[config.mk]
export PLATFORM = sky130hd
export DESIGN_NAME = fpsl_top
export DESIGN_NICKNAME = d
export VERILOG_FILES = /design/src/fpsl_pkg.sv /design/src/fpsl_range_check.sv /design/src/fpsl_top.sv
export SDC_FILE = /design/constraint.sdc
export NUM_CORES = 1
export LEC_CHECK = 0
export BUFFER_PORTS_ARGS = -buffer_cell sky130_fd_sc_hd__buf_4
export CAP_MARGIN = 40
export CORE_ASPECT_RATIO = 1.4
export CORE_MARGIN = 4
export CORE_UTILIZATION = 32
export DETAILED_ROUTE_END_ITERATION = 8
export HOLD_SLACK_MARGIN = 0.06
export MAX_ROUTING_LAYER = met4
export SYNTH_ARGS = -nofsm -noshare
export SYNTH_HDL_FRONTEND = slang
export SYNTH_SLANG_ARGS = --single-unit
[constraint.sdc]
create_clock -name sys_clk -period 8.2 [get_ports sys_clk]
set_clock_uncertainty 0.2 [all_clocks]
set_input_delay 0.41 -clock sys_clk [delete_from_list [all_inputs] [get_ports sys_clk]]
set_output_delay 0.41 -clock sys_clk [all_outputs]
set_load 0.1 [all_outputs]
[src/fpsl_pkg.sv]
// Package for the flash protection and status logic.
// Assumes a byte-wide register port with one-cycle read latency.
package fpsl_pkg;
	// Register offsets (word index on the plain port)
	localparam logic [3:0] OFS_STATUS   = 4'h0;
	localparam logic [3:0] OFS_PROT     = 4'h1;
	localparam logic [3:0] OFS_CONFIG   = 4'h2;
	localparam logic [3:0] OFS_SEQ      = 4'h3;
	localparam logic [3:0] OFS_PROBE    = 4'h4;
	// Status bit positions
	localparam int BIT_BEMPTY  = 7;
	localparam int BIT_DONE    = 6;
	localparam int BIT_PROTECT_VIOLATION_FLAG   = 5;
	localparam int BIT_ACCESS_ERROR_FLAG  = 4;
	localparam int BIT_BLANK   = 2;
	localparam int BIT_FAIL    = 1;
	// Protection register fields
	localparam int BIT_OPEN    = 7;
	localparam int BIT_RSV     = 6;
	localparam int BIT_HDIS    = 5;
	localparam int BIT_HS_LO   = 3;
	localparam int BIT_LDIS    = 2;
	localparam int BIT_LS_LO   = 0;
	// Config register bits
	localparam int BIT_BEIE    = 7;
	localparam int BIT_DONEIE  = 6;
	localparam int BIT_SPECIAL = 0;
	// Sequence control register bits (software model of command controller)
	localparam int BIT_WORDWR  = 0;
	localparam int BIT_BADCMD  = 1;
	localparam int BIT_ABORTER = 2;
	localparam int BIT_STOP    = 3;
	localparam int BIT_EVERIFY = 4;
	localparam int BIT_BLANKIN = 5;
	localparam int BIT_FINISH  = 6;
	localparam int BIT_MASSERS = 7;
	// Reset values
	localparam logic [7:0] RST_STATUS = 8'h00;
	localparam logic [7:0] RST_CONFIG = 8'h00;
	localparam logic [7:0] RST_PROT   = 8'hFF;
	// Address windows
	localparam logic [15:0] HI_TOP     = 16'hFFFF;
	localparam logic [15:0] LO_BASE    = 16'h4000;
	localparam logic [15:0] PG_HI_TOP  = 16'hCFFF;
	localparam logic [15:0] PG_LO_BASE = 16'h8000;
	localparam logic [7:0]  PG_HI_A    = 8'h37;
	localparam logic [7:0]  PG_HI_B    = 8'h3F;
	localparam logic [7:0]  PG_LO_A    = 8'h36;
	localparam logic [7:0]  PG_LO_B    = 8'h3E;
	localparam logic [15:0] HI_SIZE_BASE = 16'h0800;
	localparam logic [15:0] LO_SIZE_BASE = 16'h0400;
	// Allowed transition matrix: row = from, bit = to
	localparam logic [7:0] TRANS_OK [8] = '{8'h0F, 8'h0A, 8'h0C, 8'h08,
		8'h18, 8'h3C, 8'h5A, 8'hFF};
endpackage

[src/fpsl_range_check.sv]
// Range decoder: tells whether an address lies in a protected area.
// Assumes a 16-bit CPU address and an 8-bit page register.
module fpsl_range_check (
	// Protection setting
	input  wire logic [7:0]  protCfg,
	// Target address
	input  wire logic [15:0] addr,
	input  wire logic [7:0]  page,
	input  wire logic        paged,
	// Result
	output logic             isProt
);
	logic [15:0] hiSize;     // Upper range size in bytes
	logic [15:0] loSize;     // Lower range size in bytes
	logic        inHi;       // Address inside upper range
	logic        inLo;       // Address inside lower range
	logic        hiOn;       // Upper range in use
	logic        loOn;       // Lower range in use

	// Decode sizes and range membership
	always_comb begin
		hiSize = fpsl_pkg::HI_SIZE_BASE << protCfg[fpsl_pkg::BIT_HS_LO +: 2];
		loSize = fpsl_pkg::LO_SIZE_BASE << protCfg[fpsl_pkg::BIT_LS_LO +: 2];
		hiOn = !protCfg[fpsl_pkg::BIT_HDIS];
		loOn = !protCfg[fpsl_pkg::BIT_LDIS];
		if (paged) begin
			// Mirrored windows in the upper and lower pages
			inHi = ((page == fpsl_pkg::PG_HI_A) || (page == fpsl_pkg::PG_HI_B)) &&
				(addr <= fpsl_pkg::PG_HI_TOP) &&
				(addr > 16'(fpsl_pkg::PG_HI_TOP - hiSize));
			inLo = ((page == fpsl_pkg::PG_LO_A) || (page == fpsl_pkg::PG_LO_B)) &&
				(addr >= fpsl_pkg::PG_LO_BASE) &&
				(addr < 16'(fpsl_pkg::PG_LO_BASE + loSize));
		end else begin
			inHi = addr > 16'(fpsl_pkg::HI_TOP - hiSize);
			inLo = (addr >= fpsl_pkg::LO_BASE) &&
				(addr < 16'(fpsl_pkg::LO_BASE + loSize));
		end
		// Open mode protects only the enabled ranges; otherwise all but the enabled ranges
		if (protCfg[fpsl_pkg::BIT_OPEN])
			isProt = (hiOn && inHi) || (loOn && inLo);
		else
			isProt = !((hiOn && inHi) || (loOn && inLo));
	end
endmodule

[src/fpsl_top.sv]
// Flash protection and status logic: protection register, status flags.
// Assumes a plain register port, straps from the nonvolatile field valid
// at reset release, and a command controller reporting events as pulses.
//
// Operation
// - Upper range sizes 2/4/8/16 KB, mirrored paged
// - Lower range sizes 1/2/4/8 KB, mirrored paged
// - Load protection at reset, software may change
// - Protection changes only toward more protection
// - Disallowed scenario writes leave register unchanged
// - Protection register reads active scenario
// - Write one clears buffer-empty flag
// - Zero write mid-sequence aborts, sets access error
// - Buffer-empty and enable raise interrupt
// - Done clears with buffer-empty, sets when idle
// - Done ignores writes, interrupt with enable
// - Protected program/erase sets violation, one clears
// - Violation blocks launch and new sequences
// - Access error on sequence, command, abort, stop
// - Access error write-one clear, blocks all banks
// - Verify/compress error discards buffered command
// - Blank reports verify result, cleared on new sequence
// - Fail set by verify, clear-one, special mode only
// - Unused status bits read zero
// - Size writes only when range disabled; open mode
// - Mass erase refused when any sector protected
//
// The placing of the registers and the address-and-strobe port were left to the implementer.
module fpsl_top (
	// Clock and reset
	input  wire logic        sys_clk,
	input  wire logic        rst_n,
	// Register port
	input  wire logic [3:0]  regAddr,
	input  wire logic [7:0]  regWrData,
	input  wire logic        regWrStb,
	input  wire logic        regRdStb,
	output logic      [7:0]  regRdData,
	// Nonvolatile protection byte, sampled after reset
	input  wire logic [7:0]  nvProtByte,
	// Command controller events, same clock
	input  wire logic        arrayWordWr,
	input  wire logic [15:0] arrayAddr,
	input  wire logic [7:0]  arrayPage,
	input  wire logic        arrayPaged,
	input  wire logic        cmdIsMassErase,
	input  wire logic        cmdIsVerify,
	input  wire logic        cmdIsCompress,
	input  wire logic        illegalCmd,
	input  wire logic        eraseAbortEarly,
	input  wire logic        stopReq,
	input  wire logic        allCmdsDone,
	input  wire logic        verifyDone,
	input  wire logic        verifyBlank,
	input  wire logic        otherBankAccErr,
	// Outputs to controller and interrupt logic
	output logic             launchCmd,
	output logic             discardBuffered,
	output logic             seqAllowed,
	output logic             accErrOut,
	output logic             bufEmptyIrq,
	output logic             doneIrq
);
	typedef enum logic [2:0] {
		SEQ_IDLE = 3'b001,   // No sequence in progress
		SEQ_WORD = 3'b010,   // Array word written, awaiting launch
		SEQ_RUN  = 3'b100    // Commands executing
	} fpsl_seq_t;

	fpsl_seq_t   seq_r;          // Sequence state
	fpsl_seq_t   seq_nxt;        // Next sequence state
	logic [7:0]  prot_r;         // Active protection setting
	logic [7:0]  cfg_r;          // Interrupt enables and mode
	logic [7:0]  seqCtl_r;       // Software event register
	logic        bEmpty_r;       // Buffer-empty flag
	logic        done_r;         // All-done flag
	logic        protect_violation_flag_r;        // Protection violation flag
	logic        access_error_flag_r;       // Access error flag
	logic        blank_r;        // Erase verify result
	logic        fail_r;         // Failure flag
	logic        loaded_r;       // Reset load performed
	logic        isProt;         // Target in protected area
	logic        massBlocked;    // Some sector protected
	logic [7:0]  wrProt;         // Candidate protection value
	logic        statWr;         // Status register write
	logic        launchReq;      // Launch by clearing buffer-empty
	logic        abortZero;      // Zero write mid-sequence
	logic        evWordWr;       // Word write event
	logic        evBadCmd;       // Illegal command event
	logic        evAbort;        // Early abort event
	logic        evStop;         // Stop event
	logic        evVerify;       // Verify finished event
	logic        evBlankIn;      // Verify result
	logic        evDone;         // All commands finished
	logic        evMass;         // Mass erase requested
	logic        accSet;         // Access error set term
	logic        pvSet;          // Violation set term
	logic        blocked;        // Errors pending anywhere

	// Scenario index from open and disable bits
	function automatic logic [2:0] scen(input logic [7:0] p);
		scen = {p[fpsl_pkg::BIT_OPEN], p[fpsl_pkg::BIT_HDIS],
			p[fpsl_pkg::BIT_LDIS]};
	endfunction

	// Write-one-clear helper with set priority
	function automatic logic w1c(input logic cur, input logic set, input logic clr);
		w1c = set ? 1'b1 : (clr ? 1'b0 : cur);
	endfunction

	// Protection decode for the current target
	fpsl_range_check uRange (
		.protCfg (prot_r),
		.addr    (arrayAddr),
		.page    (arrayPage),
		.paged   (arrayPaged),
		.isProt  (isProt)
	);

	// Any protected sector means mass erase refused
	assign massBlocked = !(prot_r[fpsl_pkg::BIT_OPEN] &&
		prot_r[fpsl_pkg::BIT_HDIS] && prot_r[fpsl_pkg::BIT_LDIS]);

	// Combine controller pins with software event register
	assign evWordWr  = arrayWordWr || seqCtl_r[fpsl_pkg::BIT_WORDWR];
	assign evBadCmd  = illegalCmd || seqCtl_r[fpsl_pkg::BIT_BADCMD];
	assign evAbort   = eraseAbortEarly || seqCtl_r[fpsl_pkg::BIT_ABORTER];
	assign evStop    = stopReq || seqCtl_r[fpsl_pkg::BIT_STOP];
	assign evVerify  = verifyDone || seqCtl_r[fpsl_pkg::BIT_EVERIFY];
	assign evBlankIn = verifyBlank || seqCtl_r[fpsl_pkg::BIT_BLANKIN];
	assign evDone    = allCmdsDone || seqCtl_r[fpsl_pkg::BIT_FINISH];
	assign evMass    = cmdIsMassErase || seqCtl_r[fpsl_pkg::BIT_MASSERS];

	// Decode status writes
	assign statWr    = regWrStb && (regAddr == fpsl_pkg::OFS_STATUS);
	assign blocked   = protect_violation_flag_r || access_error_flag_r || otherBankAccErr;
	assign abortZero = statWr && (seq_r == SEQ_WORD) &&
		!regWrData[fpsl_pkg::BIT_BEMPTY];
	assign launchReq = statWr && regWrData[fpsl_pkg::BIT_BEMPTY] && bEmpty_r &&
		(seq_r == SEQ_WORD) && !blocked && !pvSet;
	assign pvSet     = evWordWr && (seq_r != SEQ_RUN) && !blocked &&
		(isProt || (evMass && massBlocked));
	assign accSet    = abortZero || evBadCmd || evAbort ||
		(evStop && !done_r);

	// Sequence state transitions
	always_comb begin
		seq_nxt = seq_r;
		case (seq_r)
			SEQ_IDLE: if (evWordWr && bEmpty_r && !blocked) seq_nxt = SEQ_WORD;
			SEQ_WORD: if (abortZero || pvSet || accSet) seq_nxt = SEQ_IDLE;
				else if (launchReq) seq_nxt = SEQ_RUN;
			SEQ_RUN:  if (evDone) seq_nxt = SEQ_IDLE;
			default:  seq_nxt = SEQ_IDLE;
		endcase
	end

	// Sequence state register
	always_ff @(posedge sys_clk or negedge rst_n) begin
		if (!rst_n) seq_r <= SEQ_IDLE;
		else seq_r <= seq_nxt;
	end

	// Candidate protection value: size fields only writable when range off
	always_comb begin
		wrProt = regWrData;
		wrProt[fpsl_pkg::BIT_RSV] = prot_r[fpsl_pkg::BIT_RSV];
		if (!prot_r[fpsl_pkg::BIT_HDIS])
			wrProt[fpsl_pkg::BIT_HS_LO +: 2] = prot_r[fpsl_pkg::BIT_HS_LO +: 2];
		if (!prot_r[fpsl_pkg::BIT_LDIS])
			wrProt[fpsl_pkg::BIT_LS_LO +: 2] = prot_r[fpsl_pkg::BIT_LS_LO +: 2];
	end

	// Protection register: nonvolatile load once, then restricted writes
	always_ff @(posedge sys_clk or negedge rst_n) begin
		if (!rst_n) begin
			prot_r   <= fpsl_pkg::RST_PROT;
			loaded_r <= 1'b0;
		end else if (!loaded_r) begin
			prot_r   <= nvProtByte;
			loaded_r <= 1'b1;
		end else if (regWrStb && (regAddr == fpsl_pkg::OFS_PROT) &&
			fpsl_pkg::TRANS_OK[scen(prot_r)][scen(wrProt)]) begin
			prot_r <= wrProt;
		end
	end

	// Config register: interrupt enables and special mode
	always_ff @(posedge sys_clk or negedge rst_n) begin
		if (!rst_n) cfg_r <= fpsl_pkg::RST_CONFIG;
		else if (regWrStb && (regAddr == fpsl_pkg::OFS_CONFIG)) cfg_r <= regWrData;
	end

	// Software event register: pulses for one cycle per write
	always_ff @(posedge sys_clk or negedge rst_n) begin
		if (!rst_n) seqCtl_r <= 8'h00;
		else if (regWrStb && (regAddr == fpsl_pkg::OFS_SEQ)) seqCtl_r <= regWrData;
		else seqCtl_r <= 8'h00;
	end

	// Buffer-empty flag: clears on launch, sets when buffer drains
	always_ff @(posedge sys_clk or negedge rst_n) begin
		if (!rst_n) bEmpty_r <= 1'b1;
		else if (launchReq) bEmpty_r <= 1'b0;
		else if (seq_r == SEQ_RUN) bEmpty_r <= 1'b1;
	end

	// Done flag: low while buffer-empty low, high when all finished
	always_ff @(posedge sys_clk or negedge rst_n) begin
		if (!rst_n) done_r <= 1'b1;
		else if (launchReq || !bEmpty_r) done_r <= 1'b0;
		else if ((seq_r == SEQ_RUN) && evDone) done_r <= 1'b1;
	end

	// Violation flag, set wins over clear
	always_ff @(posedge sys_clk or negedge rst_n) begin
		if (!rst_n) protect_violation_flag_r <= 1'b0;
		else protect_violation_flag_r <= w1c(protect_violation_flag_r, pvSet,
			statWr && regWrData[fpsl_pkg::BIT_PROTECT_VIOLATION_FLAG]);
	end

	// Access error flag, set wins over clear
	always_ff @(posedge sys_clk or negedge rst_n) begin
		if (!rst_n) access_error_flag_r <= 1'b0;
		else access_error_flag_r <= w1c(access_error_flag_r, accSet,
			statWr && regWrData[fpsl_pkg::BIT_ACCESS_ERROR_FLAG]);
	end

	// Blank and fail flags from verify result
	always_ff @(posedge sys_clk or negedge rst_n) begin
		if (!rst_n) begin
			blank_r <= 1'b0;
			fail_r  <= 1'b0;
		end else begin
			if (launchReq) blank_r <= 1'b0;
			else if (evVerify) blank_r <= evBlankIn;
			fail_r <= w1c(fail_r, evVerify && !evBlankIn,
				statWr && cfg_r[fpsl_pkg::BIT_SPECIAL] &&
				regWrData[fpsl_pkg::BIT_FAIL]);
		end
	end

	// Controller handshake outputs and interrupt requests
	always_ff @(posedge sys_clk or negedge rst_n) begin
		if (!rst_n) begin
			launchCmd       <= 1'b0;
			discardBuffered <= 1'b0;
			seqAllowed      <= 1'b0;
			accErrOut       <= 1'b0;
			bufEmptyIrq     <= 1'b0;
			doneIrq         <= 1'b0;
		end else begin
			launchCmd       <= launchReq;
			discardBuffered <= accSet && (cmdIsVerify || cmdIsCompress);
			seqAllowed      <= !blocked && bEmpty_r && !fail_r;
			accErrOut       <= access_error_flag_r;
			bufEmptyIrq     <= bEmpty_r && cfg_r[fpsl_pkg::BIT_BEIE];
			doneIrq         <= done_r && cfg_r[fpsl_pkg::BIT_DONEIE];
		end
	end

	// Read data, one cycle after the strobe; unmapped reads zero
	always_ff @(posedge sys_clk or negedge rst_n) begin
		if (!rst_n) regRdData <= 8'h00;
		else if (regRdStb) begin
			case (regAddr)
				fpsl_pkg::OFS_STATUS: regRdData <= {bEmpty_r, done_r, protect_violation_flag_r,
					access_error_flag_r, 1'b0, blank_r, fail_r, 1'b0};
				fpsl_pkg::OFS_PROT:   regRdData <= prot_r;
				fpsl_pkg::OFS_CONFIG: regRdData <= cfg_r;
				fpsl_pkg::OFS_PROBE:  regRdData <= {5'h00, seq_r};
				default:              regRdData <= 8'h00;
			endcase
		end else regRdData <= 8'h00;
	end
endmodule

==> metrics.txt, run 1 <==
Crit. End Element=register; Pwr Density=183 nW/um2; EDFF count, synth=0; Critical Path RT=8210 ps; Seq/Total Area, Yosys=43.6%; Tcrit/Tclk final=38.5%; clk slew on worst S/H paths=70 ps; Pre-antenna DRT Iters=4; clk_lat worst skew=290 ps; worst setup path start=prot_r[3]$_DFFE_PN1P_; unrepaired setup endpoints after global routing=false; global route overflow=0; setup TNS=0 ps; port bufs=72; first-pass GRT wire length=12300 um; min Tclk post-route=3150 ps; most frequent cells in the layout=buf_4, dfrtp_1, nor2_1; final cell count without fillers=463; Die W=86.9 um; Core Util, Final=42.6%; hpwl dp=5990 um; most area-hungry cell type in the Yosys netlist=dfrtp_1; initial antenna violation count=0; initial core utilization=32.6%; final hold violations=0; FMAX=317 MHz; routability congestion estimate=0.864; Nets=437; sequential cell area=1210 um2; CTS tree=built; DR vias=2360; Final Setup Violations=0; CTS root buffer=clkbuf_16; Setup Buffers After CTS=0; # DRC=0; slew margin rel.=59.4%; Max Cap Viol=0; Startpoint Class=register; syn_nets=362; clk buf depth=2; post-synth cell types=53; Placed Cells=454; clock sinks=48; cells taking the most area after synthesis=dfrtp_1, dfstp_2, ha_1, nor2_1, mux2i_1; WS Path Type=reg -> reg; All-Layer GR Usage=15.6%; Antenna Diode Count=0; largest net degree at the start of global routing=49; Post-DRT Antenna Nets=0; Hold WC Path Type=in -> reg; area of the mapped netlist=2790 um2; Num CTS Buffers=5; Leakage=0.00167 uW; drt via density=5.10; syn_area_per_cell=9.89 um2; vias in the first global route=2577; drt wl/cell=16.2 um; maximum vdd drop=100 uV; core area=8560 um2; FILL cells=828; die area=10300 um2; Synth Warn #=0; ys flop type=dfrtp_1; layout cell share with drive strength beyond 1=29.9%; leading cell type in the layout, fill and taps excluded=buf_4; drt total wl=7500 um; Die Y=118 um; r2r startpoint=prot_r[3]$_DFFE_PN1P_; #FFs+latches synth=48; CP arrival=3160 ps; Async S/R FF share, synth=100%; Hold Path Origin=cmdIsVerify; top cell type's share of synthesized area=33.2%; Detailed Route Iter0 Violations=170; Synth-to-Final Area Change=30.7%; Cell Rows=40; Worst Max-Slew Pin Slew=609 ps; Top Ports=74; Pins Over Slew Limit=0; multi-input logic area=1520 um2; htree depth=2; Synth Instances=282; CP max FO=6; status=finished clean
[sequential cells by signal, summed over array words and instances, names as in the netlist]
signal	flops
access_error_flag_r	1
seqCtl_r	8
seq_r	3
launchCmd	1
regRdData	8
accErrOut	1
done_r	1
protect_violation_flag_r	1
seqAllowed	1
prot_r	8
fail_r	1
loaded_r	1
blank_r	1
bufEmptyIrq	1
doneIrq	1
bEmpty_r	1
discardBuffered	1
cfg_r	8
[worst max-delay path, stage by stage, from the launching register on]
cell and delay, ps:
dfstp_2 600, inv_1 100, ha_1 210, ha_1 270
nand4_1 110, or3_1 330, o311a_1 390, a21o_1 210
a2111oi_0 530, o31ai_1 110
[per-layer routing]
metal  share of wire, %  up-vias  track usage [%]
met5                  0        -                -
met4                2.4        0             6.34
met3                3.8       15             2.44
met2                 52       64             25.9
met1                 41     1106             18.5
li1                   -     1175                -
[final timing paths]
| kind | end | slack [ps] | cells past startpoint |
|---|---|---|---|
| setup / recovery | seq_r[0]$_DFFE_PN1P_ | 5050 | 9 |
| hold / removal | discardBuffered$_DFF_PN0_ | 130 | 2 |
| setup reg to reg | seq_r[0]$_DFFE_PN1P_ | 5050 | 9 |
| hold reg to reg | accErrOut$_DFF_PN0_ | 260 | 0 |
| max in group asynchronous | regRdData[4]$_DFF_PN0_ | 6920 | 2 |
| min in group asynchronous | seqAllowed$_DFF_PN0_ | 470 | 2 |
[what timing repair did]
action                                 4_1_cts  5_1_grt
resized for setup                            0        0
endpoints found under the hold margin       37        0
hold buffers                                 1        0
[power breakdown]
| part | leakage, uW | total [uW] | internal [uW] | switching (uW) |
|---|---|---|---|---|
| Sequential | 0.000592 | 274 | 257 | 16.4 |
| Combinational | 0.000985 | 123 | 56.5 | 66.3 |
| Clock | 0.0000944 | 270 | 176 | 93.7 |
[Yosys cell counts, types with 2 or more instances]
library cell  count
dfstp_2          11
clkbuf_1          4
nor3_1            6
nor2_1           34
a21oi_1          21
o21a_1            3
nand4_1           6
nand2b_1          5
o211ai_1          2
nor4_1            3
o21ai_0          11
a21o_1            3
mux2i_1          12
o32ai_1           2
or3_1             2
o31ai_1           3
mux2_2            9
a2111oi_0         2
dfrtp_1          37
nor3b_1           2
a31oi_1           3
nand2_1          17
nand3_1           2
inv_1             8
and2_1           15
nor2b_1           9
ha_1             20
a22oi_1           4
and3_1            2
[through the flow]
step | power [uW] | worst slack, ps | area (um2) | hold WS, ps
2_1_floorplan | 346 | 5320 | 2790 | -85.6
3_3_place_gp | 397 | 5120 | 3440 | 244
3_5_place_dp | 401 | 5060 | 3440 | 250
4_1_cts | 671 | 5040 | 3640 | 135
5_1_grt | 696 | 4840 | 3640 | 132
6_report | 666 | 5050 | 3640 | 129
[area by class of cell]
| cell class | count | share of cell area [%] |
|---|---|---|
| Multi-Input combinational cell | 221 | 41.8 |
| Inverter | 8 | 0.824 |
| Sequential cell | 48 | 33.3 |
| Tap cell | 105 | 3.60 |
| Clock inverter | 3 | 1.89 |
| Clock buffer | 5 | 3.43 |
| Timing Repair Buffer | 73 | 15.1 |
[cell families (layout without fill, tap and decap cells)]
| logic type | Yosys count | in the layout | synth area share, % |
|---|---|---|---|
| AND/OR/NAND/NOR | 110 | 110 | 20.2 |
| buffers and inverters | 13 | 89 | 1.75 |
| adder cells (fa/ha/maj) | 20 | 20 | 8.98 |
| flip-flops | 48 | 48 | 43.6 |
| other | 1 | 1 | 0.135 |
| AO/OA/AOI/OAI | 68 | 68 | 16.6 |
| multiplexers | 22 | 22 | 8.75 |
No activity file was read; power rests on OpenSTA's default activity.
==> run 2: changes to the inputs <==
- clock period: 8.2 -> 2.6 ns (I/O delays scaled with it)
==> metrics.txt, run 2 (same netlist as run 1, synthesis figures left out) <==
Startpoint Class=register; All-Layer GR Usage=16.4% (+0.78 points); Num CTS Buffers=5 (unchanged); Core Util, Final=47.4% (+4.8 points); Tcrit/Tclk final=112% (+73 points); min Tclk post-route=2910 ps (-249 ps); hpwl dp=6200 um (+3.5%); clk slew on worst S/H paths=60 ps (about the same); first-pass GRT wire length=13100 um (+6.0%); Pre-antenna DRT Iters=4 (unchanged); Crit. End Element=register; Pwr Density=515 nW/um2 (+180%); port bufs=72 (unchanged); htree depth=2 (unchanged); Max Cap Viol=0 (unchanged); initial antenna violation count=0 (unchanged); Placed Cells=466 (+2.6%); layout cell share with drive strength beyond 1=32.9% (+3.0 points); CP max FO=3 (-3); Die W=86.9 um (unchanged); leading cell type in the layout, fill and taps excluded=buf_4; clock sinks=48 (unchanged); drt via density=5.08 (-0.30%); unrepaired setup endpoints after global routing=true; die area=10300 um2 (unchanged); Critical Path RT=2570 ps (-5640 ps); worst reg-to-reg setup slack=-310 ps (-5350 ps); Flop pwr share=41.0% (about the same); status=finished, violations left; power share of the combinational group=22.2% (+3.8 points); final hold violations=0 (unchanged); initial core utilization=32.6% (unchanged); # DRC=0 (unchanged); Detailed Route Iter0 Violations=139 (-18%); Post-DRT Antenna Nets=0 (unchanged); largest net degree at the start of global routing=49 (unchanged); routability congestion estimate=0.837 (-3.1%); Hold WC Path Type=in -> reg; Cell Rows=40 (unchanged); maximum vdd drop=339 uV (+240%); WS Path Type=reg -> reg; slew margin rel.=60.6% (+1.2 points); CTS root buffer=clkbuf_16; drt total wl=7920 um (+5.5%); global route overflow=0 (unchanged); clk_lat worst skew=280 ps (about the same); CP arrival=2870 ps (-290 ps); Synth-to-Final Area Change=45.4%; Pins Over Slew Limit=0 (unchanged); failing checks=setup timing; Top Ports=74 (unchanged); Worst Max-Slew Pin Slew=590 ps (-18.7 ps); clk buf depth=2 (unchanged); Sw Pwr=543 uW (+210%); DR vias=2541 (+7.7%); Die Y=118 um (unchanged); Final Setup Violations=8 (+8); Final WS setup=-305 ps (-5350 ps); Switching Fraction=26.0% (-0.47 points); final cell count without fillers=500 (+8.0%); setup TNS=-2040 ps (-2040 ps); Antenna Diode Count=0 (unchanged); vias in the first global route=2680 (+4.0%); drt wl/cell=15.8 um (-2.3%); Leakage=0.00184 uW (+9.8%); FMAX=344 MHz (+8.6%); CTS tree=built; Nets=474 (+8.5%); cell internal pwr=1540 uW (+220%); core area=8560 um2 (unchanged); most frequent cells in the layout=buf_4, dfrtp_1, nor2_1; Clk network pwr share=36.8% (-3.7 points)
## run 2: cell types whose count changed in the layout (fill, tap and decap cells not counted), sizes merged
cell,delta
buf,+13
inv,-1
clkbuf,+2
bufinv,-1
dlygate4sd3,+24
## run 2: final cells by class
type                       instances  area [um2]
fill                             813        4500
multi-input combinational        221        1610
sequential                        48        1210
timing repair buffer             110         888
clock buffer                       7         153
tap                              105         131
clock inverter                     1        30.0
inverter                           8        30.0
## run 2: final timing paths
| kind | start | to | depth (start not counted) |
|---|---|---|---|
| max | prot_r[4]$_DFFE_PN1P_ | seq_r[2]$_DFFE_PN0P_ | 9 |
| min | arrayWordWr | seq_r[1]$_DFFE_PN0P_ | 3 |
| max reg2reg | prot_r[4]$_DFFE_PN1P_ | seq_r[2]$_DFFE_PN0P_ | 9 |
| min reg2reg | access_error_flag_r$_DFFE_PN0P_ | accErrOut$_DFF_PN0_ | 0 |
| max in group asynchronous | rst_n | cfg_r[3]$_DFFE_PN0P_ | 2 |
| min in group asynchronous | rst_n | seqCtl_r[1]$_DFF_PN0_ | 2 |
## run 2: power by group through the flow
stage | Combinational (uW) | Clock [uW] | Sequential [uW]
global route | 513 | 817 | 861
CTS | 465 | 786 | 855
detailed placement | 425 | 0 | 868
floorplan | 198 | 0 | 898
global placement | 418 | 0 | 865
finish | 463 | 768 | 855
## run 2: worst max-delay path, stage by stage, from the launching register on
cell	delay (ps)
dfstp_2	540
inv_2	50
ha_4	150
ha_4	240
nand4_1	110
or3_1	350
o311a_4	390
a21o_1	190
a211o_2	320
o221a_1	240
## run 2: what timing repair did
item	4_1_cts	5_1_grt
cloned	0	0
hold buffers	25	0
endpoints found under the setup margin	8	9
pin swaps	5	2
hold endpoints to repair	87	0
buffers inserted	1	0
resized for setup	7	5
## run 2: per-layer routing
layer / routed length [um] / GRT usage (%)
met1: 3140 / 19.5
met2: 4340 / 28.5
met3: 318 / 2.37
met4: 123 / 4.09
met5: 0 / -
## run 2: metrics by stage
step | hold slack (ps) | setup slack (ps) | power (uW) | area (um2)
2_1_floorplan | -366 | -223 | 1100 | 2810
3_3_place_gp | -21.8 | -224 | 1280 | 3560
3_5_place_dp | -16.4 | -276 | 1290 | 3560
4_1_cts | 74.9 | -272 | 2110 | 4040
5_1_grt | 114 | -386 | 2190 | 4050
6_report | 82.5 | -305 | 2090 | 4050
